--- src/ssim_pkg.sv ---
// Package of constants and types for the serial shift-in engine.
package ssim_pkg;

  // **********************************************************************
  // Register map
  // **********************************************************************
  localparam int unsigned ADDR_W     = 8;
  localparam logic [7:0]  CTRL_OFS   = 8'h00;
  localparam logic [7:0]  FIELDS_OFS = 8'h04;
  localparam logic [7:0]  TIMING_OFS = 8'h08;
  localparam logic [7:0]  STATUS_OFS = 8'h0C;
  localparam logic [7:0]  RXDATA_OFS = 8'h10;

  // **********************************************************************
  // Field positions
  // **********************************************************************
  localparam int unsigned CTRL_MODE_LSB   = 0;
  localparam int unsigned CTRL_NF_LSB     = 4;
  localparam int unsigned CTRL_START_BIT  = 8;
  localparam int unsigned FIELD_STRIDE    = 8;
  localparam int unsigned TIMING_HI_LSB   = 0;
  localparam int unsigned TIMING_LO_LSB   = 16;
  localparam int unsigned STAT_BUSY_BIT   = 0;
  localparam int unsigned STAT_DONE_BIT   = 1;
  localparam int unsigned STAT_NEMPTY_BIT = 2;
  localparam int unsigned STAT_FULL_BIT   = 3;
  localparam int unsigned STAT_LEVEL_LSB  = 8;
  localparam int unsigned RX_VALID_BIT    = 31;
  localparam int unsigned RX_LAST_BIT     = 30;
  localparam int unsigned RX_IDX_LSB      = 16;
  localparam int unsigned MODE_LSB_FIRST  = 0;
  localparam int unsigned MODE_POST       = 1;
  localparam int unsigned MODE_IDLE_HIGH  = 2;

  // **********************************************************************
  // Sizes and reset values
  // **********************************************************************
  localparam int unsigned DATA_W       = 16;
  localparam int unsigned MAX_FIELDS   = 4;
  localparam int unsigned FIFO_DEPTH   = 32;
  localparam logic [4:0]  DEFAULT_BITS = 5'h08;
  localparam logic [4:0]  MAX_BITS     = 5'h10;
  localparam logic [2:0]  CTRL_MODE_RST = 3'h0;
  localparam logic [1:0]  CTRL_NF_RST   = 2'h0;
  localparam logic [4:0]  FIELD_RST     = 5'h00;
  localparam logic [15:0] PHASE_RST     = 16'h000A;

  typedef enum logic [2:0] {
    msb_first_sample_before    = 3'h0,
    lsb_first_sample_before    = 3'h1,
    msb_first_sample_after     = 3'h2,
    lsb_first_sample_after     = 3'h3,
    msb_first_before_idle_high = 3'h4,
    lsb_first_before_idle_high = 3'h5,
    msb_first_after_idle_high  = 3'h6,
    lsb_first_after_idle_high  = 3'h7
  } ssim_mode_t;

  typedef enum logic [2:0] {
    ST_IDLE, ST_LEAD, ST_SAMPLE, ST_ACTIVE, ST_REST, ST_PUSH
  } ssim_state_t;

  typedef struct packed {
    logic        last;
    logic [1:0]  idx;
    logic [15:0] data;
  } ssim_word_t;

  typedef struct packed {
    logic [2:0]       mode;
    logic [1:0]       nf;
    logic [3:0][4:0]  fcnt;
    logic [15:0]      hi_cyc;
    logic [15:0]      lo_cyc;
    logic             done_flag;
    logic             pready;
    logic             pslverr;
    logic [31:0]      prdata;
    logic             sync1;
    logic             sync2;
    logic             oe;
    logic             sdo;
    logic             sclk;
    logic             busy;
    logic             done;
    ssim_state_t      state;
    logic [2:0]       run_mode;
    logic [1:0]       run_nf;
    logic [1:0]       fld;
    logic [4:0]       total;
    logic [4:0]       left;
    logic [15:0]      phase;
    logic [15:0]      shreg;
  } ssim_top_state_t;

endpackage

--- src/ssim_fifo.sv ---
// Flip-flop FIFO with valid/ready on both sides.
module ssim_fifo #(
  parameter int unsigned WIDTH = 19,
  parameter int unsigned DEPTH = 32,
  parameter int unsigned AW    = $clog2(DEPTH)
) (
  input  wire logic             pclk,
  input  wire logic             presetn,
  input  wire logic             in_valid,
  output logic                  in_ready,
  input  wire logic [WIDTH-1:0] in_data,
  output logic                  out_valid,
  input  wire logic             out_ready,
  output logic [WIDTH-1:0]      out_data,
  output logic [AW:0]           level
);

  typedef struct packed {
    logic [DEPTH-1:0][WIDTH-1:0] mem;
    logic [AW-1:0]               wr;
    logic [AW-1:0]               rd;
    logic [AW:0]                 cnt;
  } ssim_fifo_state_t;

  localparam logic [AW:0] FULL_CNT = (AW+1)'(DEPTH);
  localparam logic [AW-1:0] LAST_IDX = AW'(DEPTH - 1);

  ssim_fifo_state_t q;
  ssim_fifo_state_t d;
  logic             push;
  logic             pop;

  assign in_ready  = (q.cnt != FULL_CNT);
  assign out_valid = (q.cnt != '0);
  assign out_data  = q.mem[q.rd];
  assign level     = q.cnt;
  assign push      = in_valid & in_ready;
  assign pop       = out_valid & out_ready;

  always_comb begin
    d = q;
    if (push) begin
      d.mem[q.wr] = in_data;
      d.wr = (q.wr == LAST_IDX) ? '0 : q.wr + 1'b1;
    end
    if (pop) begin
      d.rd = (q.rd == LAST_IDX) ? '0 : q.rd + 1'b1;
    end
    if (push && !pop) begin
      d.cnt = q.cnt + 1'b1;
    end else if (pop && !push) begin
      d.cnt = q.cnt - 1'b1;
    end
  end

  always_ff @(posedge pclk or negedge presetn) begin
    if (!presetn) begin
      q <= '0;
    end else begin
      q <= d;
    end
  end

endmodule // ssim_fifo

--- src/ssim_top.sv ---
// Serial shift-in master engine with APB registers and result FIFO.
//
// Contract
// - Modes 0 and 4: MSB first, sample before each clock pulse.
// - Modes 1 and 5: LSB first, sample before each clock pulse.
// - Modes 2 and 6: MSB first, sample after each clock pulse.
// - Modes 3 and 7: LSB first, sample after each clock pulse.
// - Modes 0-3 clock rests low; modes 4-7 clock rests high.
// - On start, clock goes to idle level and data pin becomes input.
// - Data pin stays an input after the transfer ends.
// - MSB-first enters at low end shifting left; LSB-first at high end right.
// - Each bit gets one clock pulse away from idle and back.
// - Sample, pulse, shift repeat until the field's bit count is collected.
// - Bit count per field is 1 to 16, defaulting to 8.
// - Several fields per operation, each own count, bits back to back.
// - Single field returns its value directly as the result word.
module ssim_top
  import ssim_pkg::*;
#(
  parameter int unsigned FDEPTH = FIFO_DEPTH
) (
  input  wire logic               pclk,
  input  wire logic               presetn,
  input  wire logic               psel,
  input  wire logic               penable,
  input  wire logic [ADDR_W-1:0]  paddr,
  input  wire logic               pwrite,
  input  wire logic [31:0]        pwdata,
  input  wire logic [3:0]         pstrb,
  output logic                    pready,
  output logic [31:0]             prdata,
  output logic                    pslverr,
  output logic                    sclk,
  input  wire logic               sdio_i,
  output logic                    sdio_o,
  output logic                    sdio_oe,
  output logic                    busy,
  output logic                    done
);

  localparam int unsigned WW = $bits(ssim_word_t);
  localparam int unsigned LW = $clog2(FDEPTH) + 1;

  ssim_top_state_t q;
  ssim_top_state_t d;

  // **********************************************************************
  // Result FIFO
  // **********************************************************************
  logic       f_in_valid;
  logic       f_in_ready;
  ssim_word_t f_in_data;
  logic       f_out_valid;
  logic       f_out_ready;
  ssim_word_t f_out_data;
  logic [LW-1:0] f_level;

  ssim_fifo #(
    .WIDTH (WW),
    .DEPTH (FDEPTH)
  ) u_fifo (
    .pclk      (pclk),
    .presetn   (presetn),
    .in_valid  (f_in_valid),
    .in_ready  (f_in_ready),
    .in_data   (f_in_data),
    .out_valid (f_out_valid),
    .out_ready (f_out_ready),
    .out_data  (f_out_data),
    .level     (f_level)
  );

  // **********************************************************************
  // Helpers
  // **********************************************************************
  function automatic logic [4:0] bits_of(input logic [4:0] c);
    if (c == 5'h00) begin
      return DEFAULT_BITS;
    end else if (c > MAX_BITS) begin
      return MAX_BITS;
    end
    return c;
  endfunction

  // A zero count would end the phase at once like one does, so it means one cycle
  function automatic logic [15:0] cyc_of(input logic [15:0] c);
    return (c == 16'h0000) ? 16'h0001 : c;
  endfunction

  function automatic logic [31:0] merge(input logic [31:0] old,
                                        input logic [31:0] nw,
                                        input logic [3:0]  strb);
    logic [31:0] r;
    r = old;
    for (int i = 0; i < 4; i++) begin
      if (strb[i]) begin
        r[i*8 +: 8] = nw[i*8 +: 8];
      end
    end
    return r;
  endfunction

  // **********************************************************************
  // Register views
  // **********************************************************************
  logic [31:0] ctrl_rd;
  logic [31:0] fields_rd;
  logic [31:0] timing_rd;
  logic [31:0] status_rd;
  logic [31:0] rx_rd;
  logic [31:0] rd_val;
  logic        mapped;
  logic        setup;
  logic        access;

  always_comb begin
    ctrl_rd = '0;
    ctrl_rd[CTRL_MODE_LSB +: 3] = q.mode;
    ctrl_rd[CTRL_NF_LSB +: 2]   = q.nf;
    fields_rd = '0;
    for (int i = 0; i < MAX_FIELDS; i++) begin
      fields_rd[i*FIELD_STRIDE +: 5] = q.fcnt[i];
    end
    timing_rd = '0;
    timing_rd[TIMING_HI_LSB +: 16] = q.hi_cyc;
    timing_rd[TIMING_LO_LSB +: 16] = q.lo_cyc;
    status_rd = '0;
    status_rd[STAT_BUSY_BIT]   = q.busy;
    status_rd[STAT_DONE_BIT]   = q.done_flag;
    status_rd[STAT_NEMPTY_BIT] = f_out_valid;
    status_rd[STAT_FULL_BIT]   = ~f_in_ready;
    status_rd[STAT_LEVEL_LSB +: LW] = f_level;
    rx_rd = '0;
    rx_rd[RX_VALID_BIT]      = f_out_valid;
    rx_rd[RX_LAST_BIT]       = f_out_data.last;
    rx_rd[RX_IDX_LSB +: 2]   = f_out_data.idx;
    rx_rd[DATA_W-1:0]        = f_out_data.data;
    mapped = 1'b1;
    unique case (paddr)
      CTRL_OFS:   rd_val = ctrl_rd;
      FIELDS_OFS: rd_val = fields_rd;
      TIMING_OFS: rd_val = timing_rd;
      STATUS_OFS: rd_val = status_rd;
      RXDATA_OFS: rd_val = rx_rd;
      default: begin
        rd_val = '0;
        mapped = 1'b0;
      end
    endcase
  end

  assign setup  = psel & ~penable;
  assign access = psel & penable & q.pready;

  // Pop only a word that the captured read actually showed
  assign f_out_ready = access & ~pwrite & (paddr == RXDATA_OFS) &
                       q.prdata[RX_VALID_BIT] & ~q.pslverr;
  assign f_in_valid  = (q.state == ST_PUSH);

  always_comb begin
    f_in_data = '0;
    f_in_data.last = (q.fld == q.run_nf);
    f_in_data.idx  = q.fld;
    if (q.run_mode[MODE_LSB_FIRST]) begin
      f_in_data.data = q.shreg >> (5'h10 - q.total);
    end else begin
      f_in_data.data = q.shreg;
    end
  end

  // **********************************************************************
  // Next state
  // **********************************************************************
  logic [31:0] wval;
  logic        start;
  logic        done_ev;
  logic        idle_lvl;
  logic        post;

  always_comb begin
    d = q;
    wval    = '0;
    start   = 1'b0;
    done_ev = 1'b0;
    idle_lvl = q.run_mode[MODE_IDLE_HIGH];
    post     = q.run_mode[MODE_POST];

    // Pin synchroniser
    d.sync1 = sdio_i;
    d.sync2 = q.sync1;

    // Bus answer is prepared in the setup cycle
    d.pready  = setup;
    d.pslverr = setup & ~mapped;
    d.prdata  = (setup && !pwrite) ? rd_val : '0;
    d.done    = 1'b0;

    if (access && pwrite) begin
      unique case (paddr)
        CTRL_OFS: begin
          wval   = merge(ctrl_rd, pwdata, pstrb);
          d.mode = wval[CTRL_MODE_LSB +: 3];
          d.nf   = wval[CTRL_NF_LSB +: 2];
          start  = wval[CTRL_START_BIT] & pstrb[1];
        end
        FIELDS_OFS: begin
          wval = merge(fields_rd, pwdata, pstrb);
          for (int i = 0; i < MAX_FIELDS; i++) begin
            d.fcnt[i] = wval[i*FIELD_STRIDE +: 5];
          end
        end
        TIMING_OFS: begin
          wval     = merge(timing_rd, pwdata, pstrb);
          d.hi_cyc = wval[TIMING_HI_LSB +: 16];
          d.lo_cyc = wval[TIMING_LO_LSB +: 16];
        end
        STATUS_OFS: begin
          if (pstrb[0] && pwdata[STAT_DONE_BIT]) begin
            d.done_flag = 1'b0;
          end
        end
        default: begin
        end
      endcase
    end

    unique case (q.state)
      ST_IDLE: begin
        if (start) begin
          d.run_mode = d.mode;
          d.run_nf   = d.nf;
          d.fld      = 2'h0;
          d.total    = bits_of(d.fcnt[0]);
          d.left     = bits_of(d.fcnt[0]);
          d.shreg    = '0;
          d.sclk     = d.mode[MODE_IDLE_HIGH];
          d.oe       = 1'b0;
          d.phase    = cyc_of(d.lo_cyc);
          d.busy     = 1'b1;
          d.state    = ST_LEAD;
        end
      end
      ST_LEAD: begin
        if (q.phase <= 16'h0001) begin
          if (post) begin
            d.sclk  = ~idle_lvl;
            d.phase = cyc_of(q.hi_cyc);
            d.state = ST_ACTIVE;
          end else begin
            d.state = ST_SAMPLE;
          end
        end else begin
          d.phase = q.phase - 1'b1;
        end
      end
      ST_SAMPLE: begin
        if (q.run_mode[MODE_LSB_FIRST]) begin
          d.shreg = {q.sync2, q.shreg[15:1]};
        end else begin
          d.shreg = {q.shreg[14:0], q.sync2};
        end
        d.left = q.left - 1'b1;
        if (post && q.left == 5'h01) begin
          d.state = ST_PUSH;
        end else begin
          d.sclk  = ~idle_lvl;
          d.phase = cyc_of(q.hi_cyc);
          d.state = ST_ACTIVE;
        end
      end
      ST_ACTIVE: begin
        if (q.phase <= 16'h0001) begin
          d.sclk  = idle_lvl;
          d.phase = cyc_of(q.lo_cyc);
          d.state = ST_REST;
        end else begin
          d.phase = q.phase - 1'b1;
        end
      end
      ST_REST: begin
        if (q.phase <= 16'h0001) begin
          if (post) begin
            d.state = ST_SAMPLE;
          end else if (q.left == 5'h00) begin
            d.state = ST_PUSH;
          end else begin
            d.state = ST_SAMPLE;
          end
        end else begin
          d.phase = q.phase - 1'b1;
        end
      end
      ST_PUSH: begin
        // Clock rests at idle while the FIFO is full
        if (f_in_ready) begin
          if (q.fld == q.run_nf) begin
            d.busy  = 1'b0;
            done_ev = 1'b1;
            d.state = ST_IDLE;
          end else begin
            d.fld   = q.fld + 1'b1;
            d.total = bits_of(q.fcnt[q.fld + 1'b1]);
            d.left  = bits_of(q.fcnt[q.fld + 1'b1]);
            d.shreg = '0;
            if (post) begin
              d.sclk  = ~idle_lvl;
              d.phase = cyc_of(q.hi_cyc);
              d.state = ST_ACTIVE;
            end else begin
              d.state = ST_SAMPLE;
            end
          end
        end
      end
    endcase

    d.done = done_ev;
    // Hardware set wins over a software clear
    if (done_ev) begin
      d.done_flag = 1'b1;
    end
  end

  // **********************************************************************
  // State register
  // **********************************************************************
  always_ff @(posedge pclk or negedge presetn) begin
    if (!presetn) begin
      q           <= '0;
      q.mode      <= CTRL_MODE_RST;
      q.nf        <= CTRL_NF_RST;
      q.fcnt      <= {MAX_FIELDS{FIELD_RST}};
      q.hi_cyc    <= PHASE_RST;
      q.lo_cyc    <= PHASE_RST;
      q.oe        <= 1'b1;
      q.state     <= ST_IDLE;
    end else begin
      q <= d;
    end
  end

  // **********************************************************************
  // Outputs
  // **********************************************************************
  assign pready  = q.pready;
  assign prdata  = q.prdata;
  assign pslverr = q.pslverr;
  assign sclk    = q.sclk;
  assign sdio_o  = q.sdo;
  assign sdio_oe = q.oe;
  assign busy    = q.busy;
  assign done    = q.done;

endmodule // ssim_top

--- config.mk ---
export PLATFORM = sky130hd
export DESIGN_NAME = ssim_top
export DESIGN_NICKNAME = d
export VERILOG_FILES = /design/src/ssim_pkg.sv /design/src/ssim_fifo.sv /design/src/ssim_top.sv
export SDC_FILE = /design/constraint.sdc
export NUM_CORES = 2
export LEC_CHECK = 0
export ABC_AREA = 0
export BUFFER_PORTS_ARGS = -buffer_cell sky130_fd_sc_hd__buf_4
export CORE_AREA = 4 4 255 506
export CTS_CLUSTER_DIAMETER = 200
export DETAILED_ROUTE_END_ITERATION = 16
export DIE_AREA = 0 0 259 510
export SYNTH_ARGS = -nofsm -noshare
export SYNTH_HDL_FRONTEND = slang
export SYNTH_HIERARCHICAL = 1
export SYNTH_SLANG_ARGS = --single-unit
--- constraint.sdc ---
create_clock -name pclk -period 4.6 [get_ports pclk]
set_input_delay 0.23 -clock pclk [delete_from_list [all_inputs] [get_ports pclk]]
set_output_delay 0.23 -clock pclk [all_outputs]
set_load 0.05 [all_outputs]
# Word level (Yosys, flattened, before mapping)
# Cells that the tools add are included.
dict set report classes {
  n_bitwise 17
  n_addsub 8
  n_mux 90
  reduce_logical 40
  n_lt_le_gt_ge 7
  n_shift 1
  eq_ne 23
}
# operator n
set op_table {}
lappend op_table {{$bwmux 608} 1}
lappend op_table {{$mux 16} 10}
lappend op_table {{$pmux 32 s5} 1}
lappend op_table {{$pmux 16 s6} 1}
lappend op_table {{$bmux 19 s5} 1}
lappend op_table {{$demux 19 s5} 1}
lappend op_table {{$mux 44} 2}
lappend op_table {{$mux 5} 14}
lappend op_table {{$mux 32} 2}
lappend op_table {{$mux 58} 1}
lappend op_table {{$mux 52} 1}
lappend op_table {{$logic_not 16->1} 3}
lappend op_table {{$pmux 16 s3} 1}
lappend op_table {{$mux 19} 2}
lappend op_table {{$mux 8} 4}
lappend op_table {{$mux 1} 28}
lappend op_table {{$mux 3} 8}
lappend op_table {{$mux 20} 1}
lappend op_table {{$mux 6} 3}
lappend op_table {{$ne 2x2->1 const B} 9}
lappend op_table {{$pmux 3 s6} 1}
lappend op_table {{$reduce_and 3->1} 6}
lappend op_table {{$eq 8x4->1 const B} 2}
lappend op_table {{$le 16x1->1 const B} 1}
lappend op_table {{43 further kinds} 82}
dict set report totals {
  word_cells 248
  reg_bits 774
  inputBits 50
  output_inout_bits 39
}

# Depth between registers and ports, before layout
dict set report logic_depth {
  word_depth 13
  mapped_depth 15
  mapped_depth_nobuf 12
}

# Cells and area by module
# The synthesis kept the hierarchy.
# mod n_inst cells_per_inst seq_area_each_um2 area_each_um2
set modules_own_cells {}
lappend modules_own_cells {ssim_fifo 1 1855 15615.0 28675.0}
lappend modules_own_cells {ssim_top 1 888 3759.9 8664.6}

# Least setup slack after synthesis
# Ideal clock, no wire load.
dict set report synth_timing {
  path_kind {in2reg}
  startpoint {input port paddr[7]}
  endpoint {register u_fifo.q, in the netlist u_fifo/level[4]}
  required_ns 4.465
  cell_stages 15
  slack_ns 1.123
  arrival_time_ns 3.342
  path_cell_list {or2_2 -> clkbuf_1 -> nor4_2 -> and2_1 -> clkbuf_1 -> clkbuf_1 -> and4_1 -> o31ai_2 -> ha_1 -> inv_1 -> ha_1 -> nor2b_1 -> o21ai_0 -> nor3b_1 -> o31ai_1}
}
dict set report synth_via {
  elab_chain_cells 8
}
# item line
set synth_lines {}
lappend synth_lines {{from (decl)} ssim_top.sv:26} ;# input wire logic [ADDR_W-1:0] paddr,
lappend synth_lines {{$eq 8x5->1 *} ssim_top.sv:156} ;# assign f_out_ready = access & ~pwrite & (paddr == RXDATA_OFS) &
lappend synth_lines {{$and 1x1->1 * (2 in a row)} ssim_top.sv:156}
lappend synth_lines {{$and 1x1->1 *} ssim_top.sv:157} ;# q.prdata[RX_VALID_BIT] & ~q.pslverr;
lappend synth_lines {{net f_out_ready} ssim_top.sv:54} ;# logic f_out_ready;
lappend synth_lines {{$and 1x1->1 *} ssim_fifo.sv:38} ;# assign pop = out_valid & out_ready;
lappend synth_lines {{$logic_not 1->1} ssim_fifo.sv:49} ;# if (push && !pop) begin
lappend synth_lines {{$logic_and 1x1->1} ssim_fifo.sv:49}
lappend synth_lines {{$mux 6 or $reduce_bool 2->1 (tied branches)} n/a}
lappend synth_lines {{to (signal assigned)} ssim_fifo.sv:58} ;# q <= '0;
lappend synth_lines {{to (signal assigned)} ssim_fifo.sv:60} ;# q <= d;
lappend synth_lines {{to (decl)} ssim_fifo.sv:28} ;# ssim_fifo_state_t q;
# The timed path passes the listed nets; every way through them passes the cells marked *.
# A chain may end at the register's enable or synchronous reset.

==> results by group <==
Status
  – Status: completed

Critical path
  – Critical path type: flip-flop to flip-flop
  – Slowest CP cell: a2111oi_0
  – WP data arrival: 4.55 ns
  – Most used cell, CP: buf_4
  – Crit start category: flip-flop
  – Crit path max fanout: 28
  – Crit-path cells: buf_4, mux4_2, a2111oi_0, buf_4, a21oi_1, buf_4, mux2_2, a222oi_1, a21oi_1
  – Worst Setup End Kind: flip-flop
  – Worst Path Buf+Inv: 3
  – CP delay by family, top: compound AO/OA/AOI/OAI gates
  – Required time worst endpoint: 5.11 ns
  – Slowest stage delay, CP: 0.91 ns

CTS
  – CTS H-Tree Depth: 3
  – Post-CTS resize count: 0
  – Clk root buf: clkbuf_16
  – Clk_lat worst skew: 0.65 ns
  – CTS Buf Count: 69
  – CTS tree: yes
  – Reg clk slew, reported paths: 0.07 ns
  – Clk buf depth: 3
  – Sink Count: 774

STA
  – Setup violators final: 0
  – Clock period minus final worst setup slack: 4.05 ns
  – Final worst path period share: 87.9%
  – Skew final: 0.0205 ns
  – Unrepaired setup endpoints after global routing: no
  – Rel. slew slack: 20.0%
  – Worst Hold Slack: 0.0517 ns
  – Slew Limit Fails: 0
  – Setup total negative slack: 0 ns
  – Hold Vio Cnt, Final: 0
  – Slew @ Worst Pin: 1.20 ns
  – Fmax: 247 MHz

Synthesis
  – Count leader, synth: dfrtp_1
  – Seq cells post-synth: 774
  – Synth Area in Compound Gates: 7.37%
  – Largest cells by area after synthesis: dfrtp_1 52%, mux2_2 20%, mux4_2 7.6%
  – Syn Nets: 2,814
  – Simple-gate area share of the yosys netlist: 4.62%
  – Post-synth EDFFs: 0
  – Main combinational cell family by area after synthesis: multiplexers
  – YS warnings: 6
  – Post-synthesis async set-or-reset flop share: 100%
  – Top FF cell, synth: dfrtp_1
  – Adder-cell share of the synthesized area: 0.724%
  – Synth top area share: 51.5%
  – Largest area contributor in the synthesized netlist: dfrtp_1
  – Distinct cells, synth: 81
  – Post-Syn Area: 37,300 µm²
  – Top post-synthesis cells by count: 769 x dfrtp_1, 674 x mux2_2, 133 x clkbuf_1
  – XOR/XNOR Fraction of Synth Area: 0.235%
  – Syn_area_per_cell: 13.6 µm²
  – Number of cells produced by synthesis: 2,743
  – Register area share after synthesis: 51.9%
  – Post-synthesis mux area share: 31.0%

Routing
  – Met1 Routed Length: 36,800 µm
  – Metal2 WL: 61,900 µm
  – Routed Antenna Nets: 0
  – DR WL met3: 3340 µm
  – Total Routed Length: 108,000 µm
  – Vias per cell: 5.20
  – DRC Markers: 0
  – DR pass1 iterations: 6
  – DR top layer: met4
  – Via count: 23,700
  – Post-DR wirelength/cell: 23.8 µm
  – Initial drt markers: 1,677

Placed design
  – DP Cell Count: 4,384
  – DP Area: 40,000 µm²
  – HPWL after DPL: 76,600 µm
  – Placer Congestion: 0.957
  – Port Buffers: 87

Layout
  – NumNets Final: 2,890
  – Area grow syn2layout: 14.5%
  – Layout cells sized above 1: 41.9%
  – Layout Cells excl Fill: 4,548
  – Post-route cell area: 42,800 µm²
  – Layout fillers: 12,200

Die
  – Initial core utilization: 29.8%
  – Die H: 510 µm
  – Die Area: 132,000 µm²
  – Io pins: 89
  – Die X: 259 µm
  – Core area: 125,000 µm²
  – Site Rows: 184

GRT
  – Initial antenna violation count: 1
  – Vias in the first global route: 25,500
  – First-pass GRT wire length: 164,000 µm
  – Largest net degree at the start of global routing: 138
  – Total congestion overflow: 0
  – Total GRT Usage: 16.2%

Flow run
  – Total of max-cap violations: 0

Min path
  – Min-delay worst type: input pin to flip-flop

Power and ir drop
  – Pleak: 0.0195 µW
  – Power per cell area: 307 nW/µm²
  – Peak supply drop: 0.000274 V
-- timing repair --
item / CTS / global route
setup endpoints to repair: 0 / 0
buffers inserted: 0 / 0
hold buffers: 37 / 0
hold endpoints to repair: 146 / 0
-- kinds of logic after synthesis --
kind of cell,after synthesis
compound gates,394
xor+xnor,10
buf+inv,297
simple gates,331
flops,774
other cells,1
fa+ha+maj,21
mux,915
-- metal layers --
metal / up-vias / GRT usage, %
met5: - / 0
met3: 248 / 1.71
met1: 12500 / 16.2
met2: 586 / 32.6
met4: 0 / 8.19
li1: 10300 / -
-- worst paths after layout --
path / cells after the start / end / slack [ns] / start
min in group asynchronous: 2 / fields_rd[25]$_DFFE_PN0P_ / 0.20 / presetn
worst min-delay path: 4 / pslverr$_DFF_PN0_ / 0.05 / paddr[5]
max in group asynchronous: 3 / u_fifo/q[67]$_DFFE_PN0P_ / 3.07 / presetn
worst min register to register: 0 / q[57]$_DFF_PN0_ / 0.36 / d[57]$_DFF_PN0_
worst max-delay path: 9 / prdata[2]$_DFF_PN0_ / 0.55 / u_fifo/q[6]$_DFFE_PN0P_
worst max register to register: 9 / prdata[2]$_DFF_PN0_ / 0.55 / u_fifo/q[6]$_DFFE_PN0P_
-- worst reg2reg max path, delay by kind of cell (launching register included) --
family	cells	cell delay (ns)
AO/OA/AOI/OAI	4	1.42
buffers and inverters	3	0.87
flip-flops	1	0.79
multiplexers	2	0.83
-- area by class of cell --
type,instances,area (µm²),share of cell area (%)
Inverter,53,199,0.465
Clock inverter,26,333,0.778
Sequential cell,774,19400,45.3
Multi-Input combinational cell,1672,16600,38.8
Clock buffer,99,1990,4.66
Antenna cell,1,2.50,0.00585
Timing Repair Buffer,249,2160,5.06
Tap cell,1674,2090,4.90
-- power by group --
part / internal, µW / total (µW) / switching, µW
registers: 6810 / 6810 / 5.90
logic: 70.4 / 250 / 179
clock network: 3350 / 6090 / 2740
total: 10200 / 13100 / 2920
-- sequential cells by signal, indices dropped and copies added, names as in the netlist, 2 cells and up --
name          flops
ctrl_rd           5
f_in_data         2
fields_rd        20
prdata           32
q                82
u_fifo/level      6
u_fifo/q        618
-- placed cells by master (no fill, tap or decap), types with 15 or more instances in the layout --
master and n:
nand3_1 15, dlygate4sd3_1 37, buf_4 196, o221ai_1 22, mux2_2 674, nand2_1 69
a22o_1 20, nor2_1 90, nor2_2 32, a21oi_1 92, a2111oi_0 18, inv_1 52
o21ai_0 62, nor3_1 22, dfrtp_1 765, mux2i_1 115, a22oi_1 38, clkbuf_16 71
mux4_2 126, clkbuf_1 17, ha_1 20, o22ai_1 39
-- stage by stage --
step	setup slack, ns	power [µW]	util [%]
floorplan	1.12	6970	-
global placement	0.486	7180	31.9
detailed placement	0.484	7180	31.9
CTS	0.477	13300	34.1
global route	0.404	13600	34.1
finish	0.555	13100	34.1
Power figures use the tool's default switching activity.
